==> config.mk <==
export PLATFORM = sky130hd
export DESIGN_NAME = ltd_core
export DESIGN_NICKNAME = d
export VERILOG_FILES = /design/src/rtl/ltd_pkg.sv /design/src/rtl/ltd_core.sv /design/src/rtl/ltd_alu.sv
export SDC_FILE = /design/constraint.sdc
export NUM_CORES = 1
export LEC_CHECK = 0
export ABC_AREA = 1
export BUFFER_PORTS_ARGS = -buffer_cell sky130_fd_sc_hd__buf_2
export CAP_MARGIN = 20
export CORE_ASPECT_RATIO = 0.8
export CORE_MARGIN = 8
export CORE_UTILIZATION = 30
export DETAILED_ROUTE_END_ITERATION = 12
export HOLD_SLACK_MARGIN = 0.12
export PLACE_DENSITY_LB_ADDON = 0.05
export RECOVER_POWER = 100
export SYNTH_ARGS = -nofsm -noshare
export SYNTH_HDL_FRONTEND = slang
export SYNTH_HIERARCHICAL = 1
export SYNTH_SLANG_ARGS = --single-unit
==> constraint.sdc <==
create_clock -name sys_clk_i -period 2.9 [get_ports sys_clk_i]
set_input_delay 0.435 -clock sys_clk_i [delete_from_list [all_inputs] [get_ports sys_clk_i]]
set_output_delay 0.435 -clock sys_clk_i [all_outputs]
set_load 0.03 [all_outputs]
==> src/rtl/ltd_pkg.sv <==
// Constants, decode helpers and flag layout for the logic/test/trap decoder
package ltd_pkg;

	localparam int             DW          = 8;
	localparam int             AW          = 16;
	localparam logic [3:0]     HI_MASK     = 4'h7;
	localparam logic [3:0]     HI_XOR      = 4'hB;
	localparam logic [7:0]     OP_TRAP     = 8'hF2;
	localparam logic [3:0]     LO_R_R      = 4'h2;
	localparam logic [3:0]     LO_R_IR     = 4'h3;
	localparam logic [3:0]     LO_RG_RG    = 4'h4;
	localparam logic [3:0]     LO_RG_IRG   = 4'h5;
	localparam logic [3:0]     LO_RG_IMM   = 4'h6;
	localparam logic [3:0]     LO_IRG_IMM  = 4'h7;
	localparam logic [3:0]     LO_EXT_EXT  = 4'h8;
	localparam logic [3:0]     LO_EXT_IMM  = 4'h9;
	localparam logic [1:0]     EXTRA_ONE   = 2'h1;
	localparam logic [1:0]     EXTRA_TWO   = 2'h2;
	localparam logic [1:0]     EXTRA_THREE = 2'h3;
	localparam logic [1:0]     CNT_FIRST   = 2'h1;
	localparam logic [1:0]     CNT_STEP    = 2'h1;
	localparam logic [AW-1:0]  STK_CTR_DEC = 16'h0002;
	localparam logic [AW-1:0]  STK_FL_DEC  = 16'h0001;
	localparam logic [AW-1:0]  AD_ONE      = 16'h0001;
	localparam logic [DW-1:0]  BYTE_ZERO   = 8'h00;
	localparam int             FL_C        = 7;
	localparam int             FL_Z        = 6;
	localparam int             FL_S        = 5;
	localparam int             FL_V        = 4;

	typedef enum logic [3:0] {
		S_IDLE, S_BYTES, S_DECODE, S_RESOLVE, S_PTRW, S_SRCW, S_DSTW,
		S_TR_PCL, S_TR_FL, S_TR_VH, S_TR_VL, S_TR_DONE, S_EA_HI, S_EA_LO
	} ltd_state_t;

	function automatic logic op_known(input logic [7:0] op);
		op_known = (op == OP_TRAP) ||
			(((op[7:4] == HI_MASK) || (op[7:4] == HI_XOR)) && (op[3:0] >= LO_R_R) && (op[3:0] <= LO_EXT_IMM));
	endfunction : op_known

	function automatic logic [1:0] op_extra(input logic [7:0] op);
		if (op == OP_TRAP || op[3:0] == LO_R_R || op[3:0] == LO_R_IR)
			op_extra = EXTRA_ONE;
		else if (op[3:0] == LO_EXT_EXT || op[3:0] == LO_EXT_IMM)
			op_extra = EXTRA_THREE;
		else
			op_extra = EXTRA_TWO;
	endfunction : op_extra

	function automatic logic [AW-1:0] reg8(input logic [7:0] r);
		reg8 = {BYTE_ZERO, r};
	endfunction : reg8

	function automatic logic [AW-1:0] wreg(input logic [7:0] base, input logic [3:0] n);
		wreg = {BYTE_ZERO, base[7:4], n};
	endfunction : wreg

	function automatic logic [AW-1:0] sext16(input logic [7:0] d);
		sext16 = {{8{d[7]}}, d};
	endfunction : sext16

	function automatic logic [AW-1:0] vec_addr(input logic [7:0] v);
		vec_addr = {7'h00, v, 1'b0};
	endfunction : vec_addr

endpackage : ltd_pkg

==> src/rtl/ltd_core.sv <==
// Decode and execute of test-under-mask, exclusive-OR and software vector call
`timescale 1ns/1ns
module ltd_core
	import ltd_pkg::*;
(
	input  logic          sys_clk_i,
	input  logic          rstn_i,
	input  logic          op_valid_i,
	input  logic [DW-1:0] op_byte_i,
	input  logic [DW-1:0] work_base_i,
	input  logic [DW-1:0] flags_i,
	input  logic [AW-1:0] stack_pointer_i,
	input  logic [AW-1:0] program_counter_i,
	input  logic [DW-1:0] mem_rdata_i,
	input  logic          ea_req_i,
	input  logic          ea_pair_i,
	input  logic [AW-1:0] ea_base_i,
	input  logic [DW-1:0] ea_disp_i,
	input  logic [3:0]    ea_sel_i,
	output logic          busy_o,
	output logic          mem_rd_o,
	output logic          mem_wr_o,
	output logic          mem_prog_o,
	output logic [AW-1:0] mem_addr_o,
	output logic [DW-1:0] mem_wdata_o,
	output logic [DW-1:0] flags_o,
	output logic          flags_we_o,
	output logic [AW-1:0] stack_pointer_o,
	output logic          stack_pointer_we_o,
	output logic [AW-1:0] program_counter_o,
	output logic          program_counter_load_o,
	output logic [AW-1:0] ea_addr_o,
	output logic          ea_done_o
);

	ltd_state_t         state;
	logic [DW-1:0]      opc;
	logic [1:0]         need;
	logic [1:0]         cnt;
	logic [DW-1:0]      ibuf [1:3];
	logic [AW-1:0]      src_a;
	logic [AW-1:0]      dst_a;
	logic               src_ind;
	logic               dst_ind;
	logic               src_imm;
	logic               ptr_src;
	logic [DW-1:0]      src_val;
	logic [AW-1:0]      stack_base;
	logic [AW-1:0]      saved_counter;
	logic               ea_pair_held;

	////////////////////////////////////////////////////////////////////////////
	// Operand decode
	wire logic [3:0]    lo        = opc[3:0];
	wire logic          is_trap   = (opc == OP_TRAP);
	wire logic          is_xor    = (opc[7:4] == HI_XOR);
	wire logic          is_mask   = (opc[7:4] == HI_MASK);
	wire logic [AW-1:0] ext_src   = {4'h0, ibuf[1], ibuf[2][7:4]};
	wire logic [AW-1:0] ext_dst   = {4'h0, ibuf[2][3:0], ibuf[3]};
	wire logic          d_src_ind = (lo == LO_R_IR) || (lo == LO_RG_IRG);
	wire logic          d_dst_ind = (lo == LO_IRG_IMM);
	wire logic          d_imm     = (lo == LO_RG_IMM) || (lo == LO_IRG_IMM) || (lo == LO_EXT_IMM);
	wire logic [DW-1:0] d_imm_val = (lo == LO_EXT_IMM) ? ibuf[1] : ibuf[2];
	wire logic [AW-1:0] d_dst     = (lo == LO_R_R || lo == LO_R_IR)       ? wreg(work_base_i, ibuf[1][7:4]) :
	                                (lo == LO_RG_RG || lo == LO_RG_IRG)   ? reg8(ibuf[2]) :
	                                (lo == LO_RG_IMM || lo == LO_IRG_IMM) ? reg8(ibuf[1]) : ext_dst;
	wire logic [AW-1:0] d_src     = (lo == LO_R_R || lo == LO_R_IR)       ? wreg(work_base_i, ibuf[1][3:0]) :
	                                (lo == LO_RG_RG || lo == LO_RG_IRG)   ? reg8(ibuf[1]) : ext_src;
	wire logic [AW-1:0] idx_addr  = ea_base_i + sext16(ea_disp_i);
	wire logic [AW-1:0] pair_addr = wreg(work_base_i, {ea_sel_i[3:1], 1'b0});
	wire logic [DW-1:0] alu_res;
	wire logic [DW-1:0] alu_flags;
	wire logic          trap_st   = (state == S_TR_PCL) || (state == S_TR_FL) || (state == S_TR_VH) ||
	                                (state == S_TR_VL) || (state == S_TR_DONE);

	ltd_alu u_alu (
		.a_i     (mem_rdata_i),
		.b_i     (src_val),
		.xor_i   (is_xor),
		.flags_i (flags_i),
		.res_o   (alu_res),
		.flags_o (alu_flags)
	);

	////////////////////////////////////////////////////////////////////////////
	// Sequencer
	always_ff @(posedge sys_clk_i or negedge rstn_i) begin
		if (!rstn_i) begin
			state <= S_IDLE;
			opc <= BYTE_ZERO;
			need <= EXTRA_ONE;
			cnt <= CNT_FIRST;
			for (int i = 1; i <= 3; i++) begin
				ibuf[i] <= BYTE_ZERO;
			end
			src_a <= '0;
			dst_a <= '0;
			src_ind <= 1'b0;
			dst_ind <= 1'b0;
			src_imm <= 1'b0;
			ptr_src <= 1'b0;
			src_val <= BYTE_ZERO;
			stack_base <= '0;
			saved_counter <= '0;
			ea_pair_held <= 1'b0;
			busy_o <= 1'b0;
			mem_rd_o <= 1'b0;
			mem_wr_o <= 1'b0;
			mem_prog_o <= 1'b0;
			mem_addr_o <= '0;
			mem_wdata_o <= BYTE_ZERO;
			flags_o <= BYTE_ZERO;
			flags_we_o <= 1'b0;
			stack_pointer_o <= '0;
			stack_pointer_we_o <= 1'b0;
			program_counter_o <= '0;
			program_counter_load_o <= 1'b0;
			ea_addr_o <= '0;
			ea_done_o <= 1'b0;
		end else begin
			mem_rd_o <= 1'b0;
			mem_wr_o <= 1'b0;
			mem_prog_o <= 1'b0;
			flags_we_o <= 1'b0;
			stack_pointer_we_o <= 1'b0;
			program_counter_load_o <= 1'b0;
			ea_done_o <= 1'b0;
			unique case (state)
				S_IDLE: begin
					if (op_valid_i && op_known(op_byte_i)) begin
						opc <= op_byte_i;
						need <= op_extra(op_byte_i);
						cnt <= CNT_FIRST;
						busy_o <= 1'b1;
						state <= S_BYTES;
					end else if (ea_req_i) begin
						ea_pair_held <= ea_pair_i;
						if (ea_pair_i) begin
							mem_rd_o <= 1'b1;
							mem_addr_o <= pair_addr;
							busy_o <= 1'b1;
							state <= S_EA_HI;
						end else begin
							ea_addr_o <= idx_addr;
							ea_done_o <= 1'b1;
						end
					end
				end
				S_BYTES: begin
					if (op_valid_i) begin
						ibuf[cnt] <= op_byte_i;
						cnt <= cnt + CNT_STEP;
						if (cnt == need) begin
							state <= S_DECODE;
						end
					end
				end
				S_DECODE: begin
					if (is_trap) begin
						stack_base <= stack_pointer_i - STK_CTR_DEC;
						saved_counter <= program_counter_i;
						mem_wr_o <= 1'b1;
						mem_addr_o <= stack_pointer_i - STK_CTR_DEC;
						mem_wdata_o <= program_counter_i[AW-1:DW];
						state <= S_TR_PCL;
					end else begin
						src_a <= d_src;
						dst_a <= d_dst;
						src_ind <= d_src_ind;
						dst_ind <= d_dst_ind;
						src_imm <= d_imm;
						src_val <= d_imm_val;
						state <= S_RESOLVE;
					end
				end
				S_RESOLVE: begin
					mem_rd_o <= 1'b1;
					if (src_ind) begin
						mem_addr_o <= src_a;
						ptr_src <= 1'b1;
						state <= S_PTRW;
					end else if (dst_ind) begin
						mem_addr_o <= dst_a;
						ptr_src <= 1'b0;
						state <= S_PTRW;
					end else if (src_imm) begin
						mem_addr_o <= dst_a;
						state <= S_DSTW;
					end else begin
						mem_addr_o <= src_a;
						state <= S_SRCW;
					end
				end
				S_PTRW: begin
					if (ptr_src) begin
						src_a <= reg8(mem_rdata_i);
						src_ind <= 1'b0;
					end else begin
						dst_a <= reg8(mem_rdata_i);
						dst_ind <= 1'b0;
					end
					state <= S_RESOLVE;
				end
				S_SRCW: begin
					src_val <= mem_rdata_i;
					mem_rd_o <= 1'b1;
					mem_addr_o <= dst_a;
					state <= S_DSTW;
				end
				S_DSTW: begin
					flags_o <= alu_flags;
					flags_we_o <= 1'b1;
					if (is_xor) begin
						mem_wr_o <= 1'b1;
						mem_addr_o <= dst_a;
						mem_wdata_o <= alu_res;
					end
					busy_o <= 1'b0;
					state <= S_IDLE;
				end
				S_TR_PCL: begin
					mem_wr_o <= 1'b1;
					mem_addr_o <= stack_base + AD_ONE;
					mem_wdata_o <= saved_counter[DW-1:0];
					state <= S_TR_FL;
				end
				S_TR_FL: begin
					mem_wr_o <= 1'b1;
					mem_addr_o <= stack_base - STK_FL_DEC;
					mem_wdata_o <= flags_i;
					stack_pointer_o <= stack_base - STK_FL_DEC;
					stack_pointer_we_o <= 1'b1;
					state <= S_TR_VH;
				end
				S_TR_VH: begin
					mem_rd_o <= 1'b1;
					mem_prog_o <= 1'b1;
					mem_addr_o <= vec_addr(ibuf[1]);
					state <= S_TR_VL;
				end
				S_TR_VL: begin
					src_val <= mem_rdata_i;
					mem_rd_o <= 1'b1;
					mem_prog_o <= 1'b1;
					mem_addr_o <= vec_addr(ibuf[1]) + AD_ONE;
					state <= S_TR_DONE;
				end
				S_TR_DONE: begin
					program_counter_o <= {src_val, mem_rdata_i};
					program_counter_load_o <= 1'b1;
					busy_o <= 1'b0;
					state <= S_IDLE;
				end
				S_EA_HI: begin
					src_val <= mem_rdata_i;
					mem_rd_o <= 1'b1;
					mem_addr_o <= mem_addr_o + AD_ONE;
					state <= S_EA_LO;
				end
				S_EA_LO: begin
					ea_addr_o <= {src_val, mem_rdata_i};
					ea_done_o <= 1'b1;
					busy_o <= 1'b0;
					state <= S_IDLE;
				end
			endcase
		end
	end
endmodule : ltd_core

==> src/rtl/ltd_alu.sv <==
// Logic unit: AND or XOR with zero, sign and overflow flag update
`timescale 1ns/1ns
module ltd_alu
	import ltd_pkg::*;
(
	input  logic [DW-1:0] a_i,
	input  logic [DW-1:0] b_i,
	input  logic          xor_i,
	input  logic [DW-1:0] flags_i,
	output logic [DW-1:0] res_o,
	output logic [DW-1:0] flags_o
);

	wire logic [DW-1:0] and_res;
	wire logic [DW-1:0] xor_res;

	assign and_res = a_i & b_i;
	assign xor_res = a_i ^ b_i;
	assign res_o   = xor_i ? xor_res : and_res;

	////////////////////////////////////////////////////////////////////////////
	// flags from result
	always_comb begin
		flags_o       = flags_i;
		flags_o[FL_Z] = (res_o == BYTE_ZERO);
		flags_o[FL_S] = res_o[DW-1];
		flags_o[FL_V] = 1'b0;
	end

endmodule : ltd_alu

# ---- After elaboration in Yosys (flattened, before gate mapping)
# Cells that the tools add are included.
# Widths: inputs -> output; s select.
dict set report classes {
  n_addsub 7
  magnitude_cmp 4
  eq_ne 44
  muxes 76
  n_bitwise 4
  n_reduce_logical 43
}
# op n
set op_table {}
lappend op_table {{$mux 16} 15}
lappend op_table {{$pmux 16 s10} 1}
lappend op_table {{$pmux 16 s2} 3}
lappend op_table {{$mux 12} 5}
lappend op_table {{$mux 8} 6}
lappend op_table {{$pmux 4 s12} 1}
lappend op_table {{$eq 4x4->1 const B} 11}
lappend op_table {{$eq 4x3->1 const B} 9}
lappend op_table {{$add 16x1->16 const B} 2}
lappend op_table {{$pmux 8 s4} 1}
lappend op_table {{$bwmux 24} 1}
lappend op_table {{$eq 4x2->1 const B} 6}
lappend op_table {{$mux 1} 22}
lappend op_table {{$ne 2x2->1 const B} 11}
lappend op_table {{$mux 4} 5}
lappend op_table {{$add 16x16->16} 1}
lappend op_table {{$demux 8 s2} 1}
lappend op_table {{$eq 8x8->1 const B} 2}
lappend op_table {{$pmux 8 s2} 1}
lappend op_table {{$sub 16x1->16 const B} 1}
lappend op_table {{$sub 16x2->16 const B} 1}
lappend op_table {{$reduce_and 3->1} 5}
lappend op_table {{$mux 2} 6}
lappend op_table {{$reduce_and 2->1} 6}
lappend op_table {{other kinds (30)} 55}
dict set report totals {
  register_bits 195
  inputBits 97
  output_inout_bits 88
  elab_cells 208
}

# ---- Logic depth before layout (Yosys ltp)
# Gate-level depths: netlist of the first run.
dict set report depth {
  ltp_word 8
  ltp_mapped 18
  mapped_depth_nobuf 17
}

# ---- Modules after synthesis
# Netlist of the first run, hierarchy kept.
# mod n_inst cells_per_inst area_each_um2 seq_area_each_um2
set by_module_without_submodules {}
lappend by_module_without_submodules {ltd_core 1 1461 10861.7 4707.0}
lappend by_module_without_submodules {ltd_alu 1 49 317.8 0.0}

# ---- Least setup slack after synthesis of the first run
# No wires, ideal clock.
dict set report synth_timing {
  path_type {register to register}
  from {register state[0]}
  to {register mem_addr_o[6]}
  setup_time_ns 0.118
  arrival_time_ns 1.824
  required_ns 2.782
  slack_ns 0.958
  stages_incl_launch_ff 17
  n_path_buf 1
  synth_period_minus_slack_ns 1.942
  cell_sequence {dfrtp_1 > nor2_2 > nand2_4 > buf_6 > nand2_1 > o21ai_1 > inv_2 > ha_1 > nand3_1 > nor2_1 > nand2_1 > inv_2 > nand2_1 > nand3_1 > nand2_1 > nand2_1 > o21ai_2}
}
dict set report synth_between {
  elab_chain_cells 3
  word_cells_on_any_way 18
  classes_between {eq/ne (14); mux (1); reduce/logical (3)}
}
# element line_no
set synth_rtl {}
lappend synth_rtl {{from (decl)} ltd_core.sv:36} ;# ltd_state_t state;
lappend synth_rtl {{from (signal assigned)} ltd_core.sv:89} ;# state <= S_IDLE;
lappend synth_rtl {{from (signal assigned)} ltd_core.sv:135} ;# state <= S_BYTES;
lappend synth_rtl {{from (signal assigned)} ltd_core.sv:142} ;# state <= S_EA_HI;
lappend synth_rtl {{$eq 4x3->1 (tied with other cells)} ltd_core.sv:128} ;# unique case (state)
lappend synth_rtl {{$reduce_bool 10->1 (no source line) (tied with other cells)} n/a}
lappend synth_rtl {{$reduce_and 6->1 (no source line)} n/a}
lappend synth_rtl {{to (signal assigned)} ltd_core.sv:140} ;# mem_addr_o <= pair_addr;
lappend synth_rtl {{to (signal assigned)} ltd_core.sv:163} ;# mem_addr_o <= stack_pointer_i - STK_CTR_DEC;
lappend synth_rtl {{to (signal assigned)} ltd_core.sv:179} ;# mem_addr_o <= src_a;
lappend synth_rtl {{to (decl)} ltd_core.sv:24} ;# output logic [AW-1:0] mem_addr_o,
# Several ways; a longest one is shown, not always the timed one.
# A chain may end at the register's enable or synchronous reset.

# ---- Final worst setup path of the first run
dict set report layout_timing {
  from {register state[3]}
  to {register mem_addr_o[9]}
}
# The elaborated chain is that of the path after synthesis.

==> flow_summary_export.csv, run 1 <==
group,metric,value,unit
flow_run,cap_violations,0,
placed_design,port_buffers,179,
grt,grt_util_all_layers,19.1,%
floorplan,initial_core_util,30.3,%
pwr,p_total,13.7,mW
layout,final_common_cell,"nand2_1",
setup_path,crit_path_start_kind,"flip-flop",
setup_path,end_kind,"flip-flop",
layout,layout-drive-gt1-share,11.9,%
floorplan,core,36900,um2
detailed_routing,first_pass_iters,5,
detailed_routing,drc_errors,0,
cts,cts_tree,"done",
floorplan,die_y,189,um
setup_path,required,3.24,ns
pwr,max-vdd-ir-drop,0.472,mV
placed_design,dp_hpwl,32.8,mm
floorplan,std_cell_rows,63,
grt,antenna_found_initial,0,
cts,cts_setup_buffers,0,
yosys,yosysSeqAreaShare,42.1,%
yosys,synth_mux_area_share,0.302,%
yosys,ys_ff_latch,188,
sta,rsz0062_at_grt,"no",
yosys,ys_warn_count,6,
layout,fillCellCount,4069,
cts,htreeDepth,4,
detailed_routing,vias,10608,
setup_path,critPathArrivalTime,2.96,ns
yosys,synth_xor_area_share,1.49,%
sta,setup_viol_count_final,0,
layout,finalInstanceArea,13000,um2
sta,period_share,90.4,%
yosys,synth_flop_cell,"dfrtp_1",
sta,worst_pin_slew,1.41,ns
cts,holdBufCountCts,1,
grt,grt_start_max_net_pins,73,
yosys,synthSimpleGateAreaFrac,27.1,%
sta,setup_tns,0,ns
cts,root_buffer,"clkbuf_16",
detailed_routing,drtIter0Drc,1023,
detailed_routing,viasPerCell,4.88,
yosys,synth.distinct_cells,56,
grt,first_global_vias,10469,
pwr,leakage,6.44,nW
min_path,hold_path.class,"in -> reg",
cts,cts_buffers,17,
setup_path,crit_fanout,23,
sta,hold_violations,0,
yosys,async_reset_ff_share,100,%
yosys,syn_area,11200,um2
sta,skew,0.0144,ns
grt,grt_pass1_wl,64.6,mm
layout,seq_area,4710,um2
grt,grt_overflow_total,0,
sta,fmaxAchievable,0.382,GHz
layout,synthToLayoutAreaGrowth,16.1,%
detailed_routing,routedWlPerCell,19.2,um
pwr,p_per_area,1060,nW/um2
setup_path,crit_type,"reg -> reg",
cts,cts_repair_resize_count,0,
sta,finalMaxSlewViolations,0,
cts,cts.sinks,188,
detailed_routing,postRouteAntennaNets,0,
yosys,synth_fp_nets,1637,
layout,n_antenna_cell,0,
yosys,synth_edf_count,0,
sta,slew_headroom,5.89,%
placed_design,gp_congestion,0.866,
cts,cts.path.max_buffers,2,
yosys,avgSynthCellArea,7.40,um2
layout,multiInputGateArea,5470,um2
placed_design,place_area,12600,um2
yosys,synth_compound_area_share,16.9,%
sta,period_minus_slack,2.62,ns
layout,nets,1804,
cts,clk_latency,0.45,ns
detailed_routing,routed_wl,41.7,mm
cts,path_clk_slew,0.07,ns
run_status,outcome,"finished, final reports clean",
layout,layout_common_cells,"426 x nand2_1, 186 x dfrtp_1, 158 x inv_1",
floorplan,die-area,43700,um2
floorplan,io_pins,185,
yosys,syn_inst,1510,
floorplan,die_x,232,um
yosys,synth_top_family_by_area,"simple AND/OR/NAND/NOR gates",
yosys,synth-adder-area-share,3.42,%
setup_path,ff2ff_setup_slack,0.28,ns
-- worst max-delay path: stages (launching register included) --
cell	delay [ns]
dfrtp_1	0.42
nand2_2	0.14
clkinv_2	0.22
nand2_4	0.31
nand2_4	0.21
nor3_2	0.42
nand2_2	0.11
nand3b_4	0.25
nor2_1	0.20
nand2_1	0.14
o21ai_0	0.09
-- final cells by class --
type,instances,share of cell area (%)
Sequential cell,188,36.3
Clock buffer,19,3.41
Clock inverter,12,1.09
Timing Repair Buffer,200,7.24
Multi-Input combinational cell,1093,42.1
Inverter,177,5.19
Tap cell,487,4.69
-- through the flow --
| stage | setup WS [ns] | utilization (%) | hold slack (ns) | std cells |
|---|---|---|---|---|
| detailed placement | 0.317 | 34.1 | 0.439 | 2144 |
| CTS | 0.368 | 35.7 | 0.179 | 2176 |
| global route | 0.0584 | 35.2 | 0.193 | 2176 |
| global placement | 0.367 | 34.1 | 0.429 | 2144 |
| floorplan | 0.958 | - | 0.139 | 1510 |
| finish | 0.279 | 35.2 | 0.198 | 2176 |
-- flip-flops by register name (all words and copies together), names as in the netlist, 12 cells and up --
signal	flops
src_a	12
ext_dst	12
stack_base	16
mem_addr_o	16
ea_addr_o	16
program_counter_o	16
stack_pointer_o	16
dst_a	12
ext_src	12
-- kinds of logic after synthesis --
family	Yosys count
xor+xnor	19
simple gates	715
buf+inv	229
mux	3
flops	188
fa+ha+maj	30
compound gates	325
other cells	1
-- path summary, 6_finish.rpt --
kind	from	endpoint	cells past startpoint
max	state[3]	mem_addr_o[9]	10
min	program_counter_i[0]	saved_counter[0]	3
max reg2reg	state[3]	mem_addr_o[9]	10
min reg2reg	opc[4]	opc[4]	1
max in group asynchronous	rstn_i	cnt[0]	3
min in group asynchronous	rstn_i	ea_addr_o[1]	2
-- Yosys cell counts, types with 20 or more instances --
cell type  instances  share of area, %
nor2_1           136               4.6
o21ai_0          142               6.4
dfrtp_1          186                42
nand2_2           20               1.1
inv_2             20              0.67
nand3_1           71               3.2
nand2_1          423                14
buf_2             20              0.90
a21oi_1           61               2.7
ha_1              29               3.2
o21ai_1           22              0.98
inv_1            152               5.1
-- report_power, final --
part / internal (mW) / total, mW / switching (mW)
clock network: 1.30 / 2.42 / 1.12
logic: 1.92 / 6.90 / 4.98
registers: 3.68 / 4.41 / 0.727
total: 6.90 / 13.7 / 6.82
-- metal layers --
metal	global-route usage, %	routed length, um	vias up
met5	0	0	-
li1	-	-	5273
met3	3.23	2280	14
met4	3.19	259	0
met2	27.1	17100	288
met1	29.7	22100	5033
Note: power is estimated with default switching activity, not from simulation.
==> inputs of run 2 (changes only) <==
--- a/config.mk
+++ b/config.mk
@@ -8,6 +8,8 @@
 export ABC_AREA = 1
 export BUFFER_PORTS_ARGS = -buffer_cell sky130_fd_sc_hd__buf_2
 export CAP_MARGIN = 20
+export CELL_PAD_IN_SITES_DETAIL_PLACEMENT = 1
+export CELL_PAD_IN_SITES_GLOBAL_PLACEMENT = 1
 export CORE_ASPECT_RATIO = 0.8
 export CORE_MARGIN = 8
 export CORE_UTILIZATION = 30
==> run 2 against run 1 <==
Compared with the run above: the run now ends with capacitance limit, slew limit left; cell area up 0.22%; setup slack worse by 0.035 ns; first-iteration DRC count decreased by 21%; clock skew fell by 0.0032 ns; maximum frequency shrank 1.3%; register-to-register slack lost 0.04 ns; utilization is 0.078 points higher; sequential cell count unchanged; cell count grew 0.23%; hold slack improved by 0.0097 ns; largest cell class unchanged; largest power group unchanged; highest routed layer is now met5.
==> flow_summary_export.csv, run 2 (synthesis gave the netlist of run 1 again) <==
group,metric,value,unit
layout,layout-drive-gt1-share,12.0,%
cts,root_buffer,"clkbuf_16",
sta,skew,0.0112,ns
setup_path,required,3.24,ns
layout,final_common_cell,"nand2_1",
cts,cts_buffers,17,
floorplan,core,36900,um2
sta,hold_violations,0,
setup_path,crit_type,"reg -> reg",
floorplan,die_x,232,um
cts,cts.path.max_buffers,2,
cts,path_clk_slew,0.07,ns
pwr,p_total,13.9,mW
pwr,p_per_area,1070,nW/um2
grt,grt_overflow_total,0,
min_path,hold_path.class,"in -> reg",
floorplan,die-area,43700,um2
run_status,outcome,"complete, but fails checks",
pwr,leakage,6.47,nW
grt,grt_util_all_layers,20.4,%
sta,period_share,91.6,%
layout,layout_common_cells,"426 x nand2_1, 186 x dfrtp_1, 157 x inv_1",
detailed_routing,viasPerCell,4.96,
setup_path,cp_slowest_cell,"dfrtp_1",
setup_path,critPathArrivalTime,3.00,ns
floorplan,die_y,189,um
detailed_routing,wl_met1,23.6,mm
cts,clk_latency,0.45,ns
sta,rsz0062_at_grt,"no",
layout,nets,1809,
detailed_routing,route.met2.wl,18.0,mm
layout,synthToLayoutAreaGrowth,16.4,%
run_status,failed_checks,"capacitance limit, slew limit",
sta,setup_viol_count_final,0,
setup_path,end_kind,"flip-flop",
grt,antenna_found_initial,1,
cts,cts.sinks,188,
cts,cts_tree,"done",
grt,grt_start_max_net_pins,68,
detailed_routing,postRouteAntennaNets,0,
layout,n_antenna_cell,0,
floorplan,std_cell_rows,63,
detailed_routing,drtIter0Drc,813,
sta,worst_pin_slew,1.98,ns
detailed_routing,dr_wl_met3,2.28,mm
sta,slew_headroom,-32.0,%
detailed_routing,drc_errors,0,
floorplan,io_pins,185,
floorplan,initial_core_util,30.3,%
detailed_routing,routedWlPerCell,20.3,um
setup_path,cp_cell_sequence,"nand2_2 -> clkinv_2 -> nand2_4 -> nand2_4 -> nor3_4 -> nand2_1 -> nand3b_4 -> clkbuf_2 -> a21oi_1 -> o21ai_0 -> nand2_1",
flow_run,cap_violations,1,
setup_path,timing.critical_path.buf_inv,2,
placed_design,dp_hpwl,35.4,mm
sta,setup_tns,0,ns
pwr,max-vdd-ir-drop,0.391,mV
setup_path,crit_path_start_kind,"flip-flop",
detailed_routing,vias,10828,
sta,fmaxAchievable,0.376,GHz
setup_path,ff2ff_setup_slack,0.24,ns
placed_design,port_buffers,179,
detailed_routing,first_pass_iters,5,
detailed_routing,routed_wl,44.3,mm
sta,period_minus_slack,2.66,ns
grt,grt_pass1_wl,68.7,mm
placed_design,gp_congestion,0.858,
sta,finalMaxSlewViolations,40,
grt,first_global_vias,11023,
cts,htreeDepth,4,
detailed_routing,highest_layer,"met5",
setup_path,crit_fanout,23,
setup_path,slowest_delay,0.42,ns
setup_path,crit_family,"simple AND/OR/NAND/NOR gates",
==> run 2: final timing paths <==
path / start / end / cells past startpoint
worst max-delay path: state[3] / mem_addr_o[4] / 11
worst min-delay path: flags_i[0] / flags_o[0] / 3
worst max register to register: state[3] / mem_addr_o[4] / 11
worst min register to register: flags_o[4] / flags_o[4] / 2
max in group asynchronous: rstn_i / cnt[0] / 3
min in group asynchronous: rstn_i / ea_addr_o[15] / 2
==> run 2: tightest hold or removal path: cells and delay by family <==
kind / cells / cell delay [ns]
buffers and inverters: 1 / 0.09
and+or+nand+nor: 2 / 0.10
==> run 2: what timing repair did <==
action | CTS | global route
setup buffers | 0 | 0
hold buffers | 1 | 0
resized for setup | 0 | 0
setup endpoints to repair | 0 | 0
endpoints found under the hold margin | 37 | 0
==> run 2: where the power goes <==
part | total, mW | internal (mW) | switching (mW)
logic | 7.05 | 1.93 | 5.12
clock network | 2.45 | 1.34 | 1.11
registers | 4.39 | 3.68 | 0.715
total | 13.9 | 6.95 | 6.95
==> run 2: layout make-up <==
cell class | instances | area, um2
inverters | 177 | 671
fillers | 4637 | 23900
flip-flops and latches | 188 | 4710
clock inverters | 9 | 113
repair buffers | 205 | 967
multi-input cells | 1093 | 5470
clock buffers | 22 | 474
well taps | 487 | 609
==> run 2: through the flow <==
stage | hold WS, ns | setup WS (ns) | std cells | utilization, % | area (um2)
5_1_grt | 0.207 | 0.0420 | 2181 | 35.3 | 13000
4_1_cts | 0.184 | 0.347 | 2181 | 35.8 | 13200
2_1_floorplan | 0.139 | 0.958 | 1510 | - | 11200
3_5_place_dp | 0.394 | 0.332 | 2149 | 34.2 | 12600
3_3_place_gp | 0.389 | 0.398 | 2149 | 34.2 | 12600
6_report | 0.207 | 0.244 | 2181 | 35.3 | 13000
==> run 2: layer usage <==
layer / GRT usage [%] / vias up
met5: 0 / -
met4: 3.48 / 2
met3: 3.71 / 26
met2: 28.8 / 229
met1: 31.9 / 5301
li1: - / 5270
